$ cat src/rtl/pbpu_consts.svh
/*
 * constants for the port b pull-up control block: register indices and
 * byte addresses, field positions, reset values and bus response codes.
 * assumes it is included by bare name from the package and the modules.
 */
`ifndef PBPU_CONSTS_SVH
`define PBPU_CONSTS_SVH

// register indices as printed; byte address is four times the index
`define PBPU_IDX_DATA 6'h01
`define PBPU_IDX_DIR 6'h05
`define PBPU_IDX_PULL 6'h0c
`define PBPU_ADDR_DATA ({`PBPU_IDX_DATA, 2'b00})
`define PBPU_ADDR_DIR ({`PBPU_IDX_DIR, 2'b00})
`define PBPU_ADDR_PULL ({`PBPU_IDX_PULL, 2'b00})

// field layout and reset values
`define PBPU_BYTE_MSB 7
`define PBPU_RST_PULL 8'h00
`define PBPU_RST_DIR 8'h00
`define PBPU_RST_DATA 8'h00
`define PBPU_ZERO_HI 24'h000000
`define PBPU_RST_ADDR 8'h00
`define PBPU_RST_BYTE 8'h00
`define PBPU_NO_PINS 8'h00
`define PBPU_ALL_PINS 8'hff

// axi response codes
`define PBPU_RESP_OKAY 2'h0
`define PBPU_RESP_SLVERR 2'h2

`endif

$ cat src/rtl/pbpu_pkg.sv
/*
 * types shared by the port b pull-up control block.
 * assumes pbpu_consts.svh sits in the include path.
 */
`include "pbpu_consts.svh"

package pbpu_pkg;
	// one port-wide byte, one bit per pin
	typedef logic [`PBPU_BYTE_MSB:0] pbpu_byte_t;
	// axi response code
	typedef logic [1:0] pbpu_resp_t;
	// register bus address (byte address)
	typedef logic [7:0] pbpu_addr_t;
endpackage : pbpu_pkg

$ cat src/rtl/pbpu_pad_if.sv
/*
 * interface between the register core and the pad logic of port b.
 * assumes both ends run on the same clock.
 */
`timescale 1ns/1ps

interface pbpu_pad_if;
	pbpu_pkg::pbpu_byte_t latch; // stored output latch bits
	pbpu_pkg::pbpu_byte_t dir; // direction bits, 1 = output
	pbpu_pkg::pbpu_byte_t pull; // pull-up enable bits
	pbpu_pkg::pbpu_byte_t level; // synchronised pin levels

	// register side
	modport core (output latch, output dir, output pull, input level);
	// pad side
	modport pad (input latch, input dir, input pull, output level);
endinterface : pbpu_pad_if

$ cat src/rtl/pbpu_pads.sv
/*
 * pad logic for the eight port b pins: input synchroniser, output buffer
 * enable and pull-up gating.
 * assumes pin inputs are asynchronous and register bits come from CLK flops.
 */
`timescale 1ns/1ps
`include "pbpu_consts.svh"

module pbpu_pads (
	// clock, reset, enable
	input wire logic clk,
	input wire logic srst,
	input wire logic ce,
	// pins
	input wire logic [7:0] pin_in,
	output logic [7:0] pin_out,
	output logic [7:0] pin_oe,
	output logic [7:0] pin_pull,
	// register side
	pbpu_pad_if.pad regs
);
	pbpu_pkg::pbpu_byte_t meta_r; // first synchroniser stage
	pbpu_pkg::pbpu_byte_t sync_r; // second synchroniser stage

	// two-flop synchroniser on the raw pin levels
	always_ff @(posedge clk) begin
		if (srst) begin
			meta_r <= `PBPU_RST_DATA;
			sync_r <= `PBPU_RST_DATA;
		end else if (ce) begin
			meta_r <= pin_in;
			sync_r <= meta_r;
		end
	end

	assign regs.level = sync_r;

	// output value always follows the latch; only the enable gates it
	assign pin_out = regs.latch;
	// output buffer on only for pins set as outputs; inputs without the pull-up float
	assign pin_oe = regs.dir;
	// pull-up only for input pins whose enable bit is set
	assign pin_pull = regs.pull & ~regs.dir;

	// an output pin never has its pull-up on
	out_no_pull_a: assert property (@(posedge clk) disable iff (srst)
		(pin_oe & pin_pull) == `PBPU_NO_PINS)
		else $error("pull-up active on a driven pin");

	// a cleared enable bit keeps the pull-up off in any direction
	pull_off_a: assert property (@(posedge clk) disable iff (srst)
		(pin_pull & ~regs.pull) == `PBPU_NO_PINS)
		else $error("pull-up active with its enable bit clear");

	// enabled input pins have the pull-up on
	pull_input_a: assert property (@(posedge clk) disable iff (srst)
		(pin_pull | regs.dir | ~regs.pull) == `PBPU_ALL_PINS)
		else $error("enabled input pin lacks its pull-up");

	// plain input pins are neither driven nor pulled
	input_hiz_a: assert property (@(posedge clk) disable iff (srst)
		((pin_oe | pin_pull) & ~regs.dir & ~regs.pull) == `PBPU_NO_PINS)
		else $error("plain input pin is not high impedance");
endmodule : pbpu_pads

$ cat src/rtl/pbpu_top.sv
/*
 * port b pull-up control block: data latch, direction and pull-up enable
 * registers behind an axi4-lite slave, plus the pad control for eight pins.
 * assumes a single clock CLK, a synchronous reset and asynchronous pins.
 */
// Added by the designer: the AXI4-Lite interface to the registers.
`timescale 1ns/1ps
`include "pbpu_consts.svh"

module pbpu_top (
	// clock, reset, enable
	input wire logic CLK,
	input wire logic SRST,
	input wire logic CE,
	// axi write address
	input wire logic AWVALID,
	output logic AWREADY,
	input wire logic [7:0] AWADDR,
	input wire logic [2:0] AWPROT,
	// axi write data
	input wire logic WVALID,
	output logic WREADY,
	input wire logic [31:0] WDATA,
	input wire logic [3:0] WSTRB,
	// axi write response
	output logic BVALID,
	input wire logic BREADY,
	output logic [1:0] BRESP,
	// axi read address
	input wire logic ARVALID,
	output logic ARREADY,
	input wire logic [7:0] ARADDR,
	input wire logic [2:0] ARPROT,
	// axi read data
	output logic RVALID,
	input wire logic RREADY,
	output logic [31:0] RDATA,
	output logic [1:0] RRESP,
	// port b pins
	input wire logic [7:0] PB_IN,
	output logic [7:0] PB_OUT,
	output logic [7:0] PB_OE,
	output logic [7:0] PB_PULL
);
	pbpu_pad_if pads (); // register-to-pad bundle

	pbpu_pkg::pbpu_byte_t latch_r; // port b data latch
	pbpu_pkg::pbpu_byte_t dir_r; // port b direction bits
	pbpu_pkg::pbpu_byte_t pull_r; // port b pull enable bits
	logic aw_full_r; // write address held
	logic w_full_r; // write data held
	pbpu_pkg::pbpu_addr_t aw_addr_r; // held write address
	pbpu_pkg::pbpu_byte_t w_data_r; // held low write byte
	logic w_strb_r; // held low byte lane strobe
	logic bvalid_r; // write response pending
	pbpu_pkg::pbpu_resp_t bresp_r; // write response code
	logic rvalid_r; // read data pending
	pbpu_pkg::pbpu_byte_t rdata_r; // read byte
	pbpu_pkg::pbpu_resp_t rresp_r; // read response code
	logic wr_go; // perform the held write this cycle
	logic wr_hit; // held write address is mapped
	logic ar_go; // read address taken this cycle
	logic ar_hit; // read address is mapped
	pbpu_pkg::pbpu_byte_t rd_nxt; // byte the read will return

	// pad control and pin synchroniser
	pbpu_pads u_pads (
		.clk(CLK),
		.srst(SRST),
		.ce(CE),
		.pin_in(PB_IN),
		.pin_out(PB_OUT),
		.pin_oe(PB_OE),
		.pin_pull(PB_PULL),
		.regs(pads.pad)
	);

	assign pads.latch = latch_r;
	assign pads.dir = dir_r;
	assign pads.pull = pull_r;

	// channel readiness; nothing is taken while the enable is low
	assign AWREADY = CE & ~aw_full_r;
	assign WREADY = CE & ~w_full_r;
	assign ARREADY = CE & ~rvalid_r;
	assign BVALID = bvalid_r;
	assign BRESP = bresp_r;
	assign RVALID = rvalid_r;
	assign RDATA = {`PBPU_ZERO_HI, rdata_r};
	assign RRESP = rresp_r;

	// write fires once both halves are held and no response is pending
	assign wr_go = CE & aw_full_r & w_full_r & ~bvalid_r;
	assign wr_hit = (aw_addr_r == `PBPU_ADDR_DATA) | (aw_addr_r == `PBPU_ADDR_DIR)
		| (aw_addr_r == `PBPU_ADDR_PULL);
	assign ar_go = ARVALID & ARREADY;
	assign ar_hit = (ARADDR == `PBPU_ADDR_DATA) | (ARADDR == `PBPU_ADDR_DIR)
		| (ARADDR == `PBPU_ADDR_PULL);

	// read mux: input pins show the synchronised level, outputs show the latch
	always_comb begin
		rd_nxt = `PBPU_RST_BYTE;
		if (ARADDR == `PBPU_ADDR_DATA) begin
			rd_nxt = (dir_r & latch_r) | (~dir_r & pads.level);
		end else if (ARADDR == `PBPU_ADDR_DIR) begin
			rd_nxt = dir_r;
		end else if (ARADDR == `PBPU_ADDR_PULL) begin
			rd_nxt = pull_r;
		end
	end

	// write address capture, freed when the write is performed
	always_ff @(posedge CLK) begin
		if (SRST) begin
			aw_full_r <= 1'b0;
			aw_addr_r <= `PBPU_RST_ADDR;
		end else if (CE) begin
			if (AWVALID & AWREADY) begin
				aw_full_r <= 1'b1;
				aw_addr_r <= AWADDR;
			end else if (wr_go) begin
				aw_full_r <= 1'b0;
			end
		end
	end

	// write data capture, independent of the address channel
	always_ff @(posedge CLK) begin
		if (SRST) begin
			w_full_r <= 1'b0;
			w_data_r <= `PBPU_RST_BYTE;
			w_strb_r <= 1'b0;
		end else if (CE) begin
			if (WVALID & WREADY) begin
				w_full_r <= 1'b1;
				w_data_r <= WDATA[`PBPU_BYTE_MSB:0];
				w_strb_r <= WSTRB[0];
			end else if (wr_go) begin
				w_full_r <= 1'b0;
			end
		end
	end

	// write response, slverr for unmapped addresses
	always_ff @(posedge CLK) begin
		if (SRST) begin
			bvalid_r <= 1'b0;
			bresp_r <= `PBPU_RESP_OKAY;
		end else if (CE) begin
			if (wr_go) begin
				bvalid_r <= 1'b1;
				bresp_r <= wr_hit ? `PBPU_RESP_OKAY : `PBPU_RESP_SLVERR;
			end else if (BREADY) begin
				bvalid_r <= 1'b0;
			end
		end
	end

	// data latch: always writable, whatever the direction
	always_ff @(posedge CLK) begin
		if (SRST) begin
			latch_r <= `PBPU_RST_DATA;
		end else if (CE & wr_go & w_strb_r & (aw_addr_r == `PBPU_ADDR_DATA)) begin
			latch_r <= w_data_r;
		end
	end

	// direction register, all inputs after reset
	always_ff @(posedge CLK) begin
		if (SRST) begin
			dir_r <= `PBPU_RST_DIR;
		end else if (CE & wr_go & w_strb_r & (aw_addr_r == `PBPU_ADDR_DIR)) begin
			dir_r <= w_data_r;
		end
	end

	// pull-up enable register, each bit stored independently
	always_ff @(posedge CLK) begin
		if (SRST) begin
			pull_r <= `PBPU_RST_PULL;
		end else if (CE & wr_go & w_strb_r & (aw_addr_r == `PBPU_ADDR_PULL)) begin
			pull_r <= w_data_r;
		end
	end

	// read channel, one outstanding read
	always_ff @(posedge CLK) begin
		if (SRST) begin
			rvalid_r <= 1'b0;
			rdata_r <= `PBPU_RST_BYTE;
			rresp_r <= `PBPU_RESP_OKAY;
		end else if (CE) begin
			if (ar_go) begin
				rvalid_r <= 1'b1;
				rdata_r <= rd_nxt;
				rresp_r <= ar_hit ? `PBPU_RESP_OKAY : `PBPU_RESP_SLVERR;
			end else if (RREADY) begin
				rvalid_r <= 1'b0;
			end
		end
	end

	// a pull enable write lands exactly as written
	pull_write_a: assert property (@(posedge CLK) disable iff (SRST)
		(wr_go & w_strb_r & (aw_addr_r == `PBPU_ADDR_PULL)) |=> (pull_r == $past(w_data_r)))
		else $error("pull enable write not stored");

	// reset clears every pull enable
	pull_reset_a: assert property (@(posedge CLK)
		SRST |=> (pull_r == `PBPU_RST_PULL) && (PB_PULL == `PBPU_NO_PINS))
		else $error("pull enables not cleared by reset");

	// a latch write leaves the output enables and pull-ups of every pin unchanged
	latch_input_a: assert property (@(posedge CLK) disable iff (SRST)
		(wr_go & (aw_addr_r == `PBPU_ADDR_DATA)) |=> $stable(PB_OE) && $stable(PB_PULL))
		else $error("latch write changed pin mode");

	// data read returns pin level for inputs and latch for outputs
	read_mux_a: assert property (@(posedge CLK) disable iff (SRST)
		(ar_go & (ARADDR == `PBPU_ADDR_DATA)) |=> RVALID && (RDATA[`PBPU_BYTE_MSB:0] ==
		(($past(dir_r) & $past(latch_r)) | (~$past(dir_r) & $past(pads.level)))))
		else $error("port data read returned wrong value");

	// direction reads back as written
	dir_read_a: assert property (@(posedge CLK) disable iff (SRST)
		(ar_go & (ARADDR == `PBPU_ADDR_DIR)) |=> (RDATA[`PBPU_BYTE_MSB:0] == $past(dir_r)))
		else $error("direction read mismatch");
endmodule : pbpu_top

$ cat config.mk
export PLATFORM = sky130hd
export DESIGN_NAME = pbpu_top
export DESIGN_NICKNAME = d
export VERILOG_FILES = /design/src/rtl/pbpu_pkg.sv /design/src/rtl/pbpu_pad_if.sv /design/src/rtl/pbpu_pads.sv /design/src/rtl/pbpu_top.sv
export VERILOG_INCLUDE_DIRS = /design/src /design/src/rtl
export SDC_FILE = /design/constraint.sdc
export NUM_CORES = 1
export LEC_CHECK = 0
export ABC_AREA = 1
export BUFFER_PORTS_ARGS = -buffer_cell sky130_fd_sc_hd__clkbuf_2
export CORE_MARGIN = 2
export CORE_UTILIZATION = 51
export DETAILED_ROUTE_END_ITERATION = 12
export HOLD_SLACK_MARGIN = 0.1
export PLACE_DENSITY = 0.85
export SETUP_SLACK_MARGIN = 0.4
export SKIP_CTS_REPAIR_TIMING = 1
export SLEW_MARGIN = 10
export SYNTH_ARGS = -nofsm -noshare
export SYNTH_HDL_FRONTEND = slang
export SYNTH_SLANG_ARGS = --single-unit
$ cat constraint.sdc
create_clock -name CLK -period 2.3 [get_ports CLK]
set_clock_uncertainty 0.15 [all_clocks]
set_input_delay 0.575 -clock CLK [delete_from_list [all_inputs] [get_ports CLK]]
set_output_delay 0.575 -clock CLK [all_outputs]
set_load 0.02 [all_outputs]
== After elaboration in Yosys (flattened, before gate mapping) ==
Cells that the tools add are included.
Word-level totals
  register bits: 73
  output and inout port bits: 65
  word-level logic and storage cells: 72
Cells by class
  equality and inequality tests: 6
  multiplexer cells: 12
  bitwise logic cells: 27
  reductions and logical operators: 12
Operator list (count)
  8-bit bitwise AND: 3
  8-bit two-way mux: 3
  8-bit by 3-bit equality test with 1-bit output (second input constant): 2
  8-bit by 5-bit equality test with 1-bit output (second input constant): 2
  8-bit by 6-bit equality test with 1-bit output (second input constant): 2
  2-bit AND reduction: 8
  1-bit bitwise AND: 14
  8-bit NOT: 1
  8-bit OR: 1
  2-bit nonzero test: 4
  1-bit two-way mux: 7
  2-bit two-way mux: 2
  1-bit NOT: 4
  1-bit OR: 4

== Longest topological paths before layout ==
Gate-level depths: netlist (run 1).
  depth in word-level cells: 6
  gate-level depth with buffers: 9

== By module ==
Synthesis (run 1) repeated with hierarchy kept, for this count alone.
Second synthesis, totals
  cell total of the unflattened synthesis: 512
  area total of the unflattened synthesis: 3547.2 µm²
By module, submodules not included
  pbpu_top: instances 1, cells each 379, area an instance 2696.3 µm², seq. area each 1101.1 µm²
  pbpu_pads: instances 1, cells each 133, area an instance 850.8 µm², seq. area each 320.3 µm²

== Worst setup path before layout (run 1) ==
No wires, ideal clock.
  kind: input port to flip-flop
  start: input CE
  end: register w_strb_r
  library setup time: 0.120 ns
  arrival: 1.463 ns
  path slack: 0.567 ns
  stages: 6
  path through: inv_2 -> nor2_1 -> nand2_2 -> buf_2 -> nand2_1 -> a21oi_1
On the way
  longest elaborated chain between the ends: 3
Ends and longest elaborated chain
  start, declared: RTL line pbpu_top.sv:14  | input wire logic CE,
  1-bit bitwise AND: RTL line pbpu_top.sv:84  | assign WREADY = CE & ~w_full_r;
  named net WREADY: RTL line pbpu_top.sv:22  | output logic WREADY,
  1-bit bitwise AND: RTL line pbpu_top.sv:134  | if (WVALID & WREADY) begin
  2-bit AND reduction (no line)
  end signal, assigned: RTL line pbpu_top.sv:137  | w_strb_r <= WSTRB[0];
  end, declared: RTL line pbpu_top.sv:54  | logic w_strb_r;
The timed path passes the listed nets, and every way through them passes these cells.
A chain may end at the register's enable or synchronous reset.

== Worst setup path after layout (run 1) ==
  start: input CE
  end: output ARREADY
On the way
  longest elaborated chain between the ends: 1
Ends and longest elaborated chain
  1-bit bitwise AND: RTL line pbpu_top.sv:85  | assign ARREADY = CE & ~rvalid_r;
  end, declared: RTL line pbpu_top.sv:31  | output logic ARREADY,
Every way passes these cells.

==> key figures, run 1 <==
Setup path
  • WP depth: 5
  • CP peak stage delay: 140 ps
  • Critical path peak fanout: 12
  • Critical path's slowest cell: buf_6
  • R2R Path End: dir_r[0]
  • Worst Path Buf+Inv: 4
  • Most used cell, CP: buf_6
  • WP data arrival: 1150 ps
  • Worst-path cell chain: buf_6 -> inv_2 -> buf_6 -> nor2_4 -> buf_6
  • CP startpoint: CE
  • Reg2Reg Setup Slack: 740 ps
  • WP data required: 1570 ps
  • Critical path class: in -> out
  • Reg2reg path depth: 7
  • Worst R2R Start: aw_full_r
  • Crit path to: ARREADY
  • CP startpoint kind: input pin
  • Crit. End Element: output pin
  • CP top delay family: buffers and inverters

Pwr
  • Sw Ratio: 26.1%
  • Combinational Power Share: 11.4%
  • IR drop worst, VDD: 0.466 mV
  • Pwr per Cell Area: 671 nW/um^2
  • P_leak: 1.80 nW
  • Int Power: 1.91 mW
  • Psw: 0.672 mW
  • Flop pwr share: 50.6%
  • Clock power share: 38.0%

Global route
  • First-pass GRT wire length: 12500 um
  • Vias in the first global route: 2805
  • Largest net degree at the start of global routing: 47
  • Total gr overflow: 0
  • Initial antenna violation count: 0
  • GR Util All Layers: 21.4%

CTS
  • Clock transition at path regs: 70 ps
  • H-tree levels: 3
  • Clock root buffer: clkbuf_8
  • Sink Count: 71
  • CTS tree: built
  • Worst-Skew Late Latency: 340 ps
  • CTS max path bufs: 2
  • CTS buffer count: 9

STA
  • Worst-margin pin slew: 563 ps
  • Max-slew headroom: 62.3%
  • Final min period: 1880 ps
  • Sum Neg Setup Slack: 0 ps
  • Max Fclk: 533 MHz
  • Final hold vios: 0
  • RSZ-0062 raised after global routing: no
  • Setup-failing EPs final: 0
  • WHS: 304 ps
  • Final Slew Violations: 0
  • Fin crit share: 81.6%

Finish
  • Final net count: 635
  • Area growth syn-to-layout: 17.2%
  • Commonest non-fill, non-tap cell in the layout: nand2_1
  • Fin cells: 643
  • Layout fillers: 597
  • Multi-input logic area: 1510 um^2
  • Share of layout cells above drive strength 1: 19.3%
  • Final Core Density: 61.3%
  • Reg area: 1420 um^2
  • Most frequent cells in the layout: nand2_1, nor2_1, clkbuf_2, dfxtp_1, o21ai_0
  • Antenna cell count: 0

Synth
  • Flops & latches, synth: 71
  • Synthesis warning total: 0
  • Syn Area/Cell: 6.79 um^2
  • Post-synth cell types: 20
  • Mapped Area: 3280 um^2
  • Mapped Cells: 483
  • Seq/Total Area, Yosys: 43.3%

Floorplan
  • Core ar.: 6280 um^2
  • Die area: 7090 um^2
  • Std-Cell Rows: 29
  • Initial Util: 52.3%
  • Die Width: 84.2 um
  • Top-level port count: 139
  • Die H: 84.2 um

Detailed routing
  • Routed Antenna Nets: 0
  • Vias per cell: 4.81
  • Wire length per cell after detailed routing: 11.2 um
  • Via count: 3090
  • Detailed Route WL: 7210 um
  • DRT iter0 DRCs: 148
  • First-pass iteration count of the detailed router: 4
  • Drc violations: 0

Placed design
  • IO Port Bufs: 79
  • DP HPWL: 5270 um
  • Placed insts: 627
  • Gpl congestion: 0.856

Flow run
  • Max cap viols: 0

Hold path
  • Worst min path class: in -> reg
  • Hold Path Cell Cnt: 3

Run status
  • Status: complete, no violations
## cell type report
class	count	share of cell area (%)
timing repair buffer	84	12.0
inverter	45	4.39
multi-input combinational	350	39.2
clock buffer	13	3.87
tap	77	2.50
clock inverter	3	1.11
sequential	71	36.9
## logic make-up after synthesis
logic type             count (synthesis)  synth area share [%]
other                                  1                 0.114
and+or+nand+nor                      243                  30.4
DFF                                   71                  43.3
buffers and inverters                 87                  13.8
AOI/OAI and AO/OA                     81                  12.4
## routing by layer
metal	global-route usage, %	share of wire [%]	up-vias
li1	-	-	1617
met1	27.8	46	1357
met2	34.6	45	103
met3	5.41	6.3	13
met4	8.06	2.3	0
met5	0	0	-
## synth_stat cells
cell	n	area (um^2)
nand2_1	107	402
nor2_1	104	390
dfxtp_1	71	1420
o21ai_0	48	240
inv_1	40	150
a21oi_1	33	165
buf_4	27	203
nand3_1	24	120
clkbuf_1	8	30.0
inv_2	4	15.0
nor2_4	4	45.0
buf_2	3	15.0
buf_6	3	33.8
buf_1	1	3.75
clkinv_1	1	3.75
conb_1	1	3.75
nand2_2	1	6.26
nand4_1	1	6.26
nand4_4	1	21.3
nor2_2	1	6.26
## power by group through the flow
| stage | combinational, mW | sequential [mW] | clock [mW] |
|---|---|---|---|
| 5_1_grt | 0.333 | 1.31 | 1.06 |
| 3_5_place_dp | 0.286 | 1.33 | 0 |
| 3_3_place_gp | 0.279 | 1.33 | 0 |
| 2_1_floorplan | 0.219 | 1.34 | 0 |
| 6_report | 0.293 | 1.31 | 0.981 |
| 4_1_cts | 0.287 | 1.31 | 0.992 |
## metrics by stage
stage                     area [um^2]  setup WS [ps]  power (mW)
final                            3850            424        2.58
after floorplan                  3380            567        1.56
after CTS                        3820            242        2.58
after global routing             3850            401        2.70
after global placement           3630            258        1.61
after detailed placement         3630            215        1.62
## tightest hold or removal path, stage by stage
cell      delay (ps)
clkbuf_2          70
nor2_1            30
nor2_1            80
## flip-flops by register name (all words and copies together) (netlist names)
name / cells
w_data_r: 8
BVALID: 1
RVALID: 1
RRESP: 1
latch_r: 8
dir_r: 8
w_full_r: 1
rdata_r: 8
aw_full_r: 1
u_pads.regs.level: 8
aw_addr_r: 8
w_strb_r: 1
pads.pull: 8
u_pads.meta_r: 8
BRESP: 1
## how the worst min path moves through the flow
stage	from	slack (ps)	to
floorplan	u_pads.regs.level[0]	270	u_pads.regs.level[0]
global placement	aw_addr_r[3]	290	aw_addr_r[3]
detailed placement	u_pads.regs.level[3]	300	u_pads.regs.level[3]
CTS	PB_IN[1]	300	u_pads.meta_r[1]
global route	PB_IN[3]	310	u_pads.meta_r[3]
finish	PB_IN[1]	300	u_pads.meta_r[1]
(Power assumes the default switching activity.)
==> run 2: changes to the inputs <==
- CORE_UTILIZATION: 51 -> 43
- PLACE_DENSITY: 0.85 -> 0.76
- clock period: 2.3 -> 1.7 ns (I/O delays scaled with it)
==> run 2 against run 1 <==
  * Routed wire length rose by 21%
  * Count of clock-buffer cells in the layout decreased by 2
  * First-iteration DRC count is 73% higher
  * Critical path depth shrank 2
  * Worst setup slack lost 290 ps
  * Clock power increased by 47%
  * Largest cell class unchanged
  * Highest routed layer unchanged
==> key figures, run 2 (same netlist as run 1, synthesis figures left out) <==
Hold path
  • Hold wc startpoint: PB_IN[0]
  • Worst min path class: in -> reg
  • Hold Path Cell Cnt: 3
  • Hold Path End: u_pads.meta_r[0]

Global route
  • Largest net degree at the start of global routing: 36
  • First-pass GRT wire length: 12300 um
  • Initial antenna violation count: 0
  • GR Util All Layers: 18.2%
  • Vias in the first global route: 2717
  • Total gr overflow: 0

Setup path
  • R2R Path End: dir_r[5]
  • Critical path's slowest cell: dfxtp_4
  • Crit. End Element: output pin
  • CP peak stage delay: 370 ps
  • WP data arrival: 990 ps
  • Worst-path cell chain: inv_2 -> nor2_2 -> buf_4
  • WP data required: 1120 ps
  • CP startpoint kind: flop
  • Critical path peak fanout: 3
  • Reg2reg path depth: 9
  • Worst R2R Start: aw_full_r
  • Critical path class: reg -> out
  • Reg2Reg Setup Slack: 200 ps

CTS
  • Sink Count: 71
  • Worst-Skew Late Latency: 350 ps
  • CTS tree: built
  • CTS max path bufs: 2
  • H-tree levels: 3
  • Clock transition at path regs: 70 ps
  • CTS buffer count: 9
  • Clock root buffer: clkbuf_8

Floorplan
  • Top-level port count: 139
  • Die Width: 91.4 um
  • Die H: 91.4 um
  • Initial Util: 44.8%
  • Std-Cell Rows: 31
  • Die area: 8350 um^2
  • Core ar.: 7330 um^2

Pwr
  • IR drop worst, VDD: 0.554 mV
  • Pwr per Cell Area: 794 nW/um^2
  • P_leak: 2.08 nW

STA
  • Final min period: 1560 ps
  • Setup-failing EPs final: 0
  • Fin crit share: 92.0%
  • Sum Neg Setup Slack: 0 ps
  • Final hold vios: 0
  • Max Fclk: 639 MHz
  • Final Slew Violations: 0
  • RSZ-0062 raised after global routing: yes
  • Fin worst setup slack: 135 ps

Run status
  • Status: complete, no violations

Finish
  • Final net count: 662
  • Final Instance Area: 4630 um^2
  • Multi-input logic area: 1680 um^2
  • Layout fillers: 602
  • Antenna cell count: 0
  • Share of layout cells above drive strength 1: 37.3%
  • Most frequent cells in the layout: nand2_1, nor2_1, o21ai_0, clkbuf_2, buf_6
  • Reg area: 1500 um^2
  • Commonest non-fill, non-tap cell in the layout: nand2_1
  • Area growth syn-to-layout: 41.2%

Detailed routing
  • Detailed Route WL: 8680 um
  • DRT iter0 DRCs: 256
  • Routed Antenna Nets: 0
  • Via count: 3317
  • Drc violations: 0
  • Wire length per cell after detailed routing: 12.6 um
  • First-pass iteration count of the detailed router: 5
  • Vias per cell: 4.80

Placed design
  • Place WS: 77.2 ps
  • Gpl congestion: 0.857
  • Post-placement cell area: 3790 um^2
  • DP HPWL: 5450 um
  • IO Port Bufs: 79

Flow run
  • Max cap viols: 0
run 2: cell types whose count changed in the layout (fill, tap and decap cells not counted), moves of 12 or more:
cell and change:
dfxtp_4 +12, buf_4 +26, nand2_1 -14, clkbuf_2 -37, buf_6 +32, dfxtp_1 -40, nor2_1 -16, dfxtp_2 +28
run 2: cell type report:
cell class | instances | area share, %
clock buffers | 11 | 3.05
clock inverters | 4 | 1.51
inverters | 45 | 4.10
multi-input cells | 350 | 36.2
flip-flops and latches | 71 | 32.4
well taps | 99 | 2.67
repair buffers | 110 | 20.0
repair inverters | 1 | 0.108
run 2: worst max-delay path by stage:
stage,start,end,cells after the start
CTS,w_full_r,WREADY,2
global placement,CE,rdata_r[6],8
floorplan,aw_addr_r[3],dir_r[6],9
finish,pads.pull[1],PB_PULL[1],3
global route,pads.pull[5],PB_PULL[5],3
detailed placement,CE,rdata_r[6],8
run 2: power by group:
group	switching (mW)	leakage, nW	internal (mW)
Clock	0.587	0.109	0.853
Combinational	0.302	1.37	0.179
Sequential	0.0370	0.603	1.72
run 2: metrics by stage:
stage                     hold WS (ps)  cells  power [mW]  util, %
after floorplan                    274    508        2.13        -
after CTS                          137    670        3.65     54.6
after global routing               163    691        3.86     63.2
final                              150    691        3.68     63.2
after detailed placement           298    655        2.21     51.7
after global placement             294    655        2.20     51.7
run 2: layer usage:
| layer | share of wire (%) | global-route usage (%) | up-vias |
|---|---|---|---|
| li1 | - | - | 1670 |
| met1 | 40 | 22.8 | 1442 |
| met2 | 49 | 30.1 | 169 |
| met3 | 7.6 | 6.47 | 36 |
| met4 | 3.7 | 4.29 | 0 |
| met5 | 0 | 0 | - |
run 2: critical path, delay by kind of cell, from the launching register on:
kind          cells  cell delay, ps
flops             1             370
buf+inv           2             180
simple gates      1              90
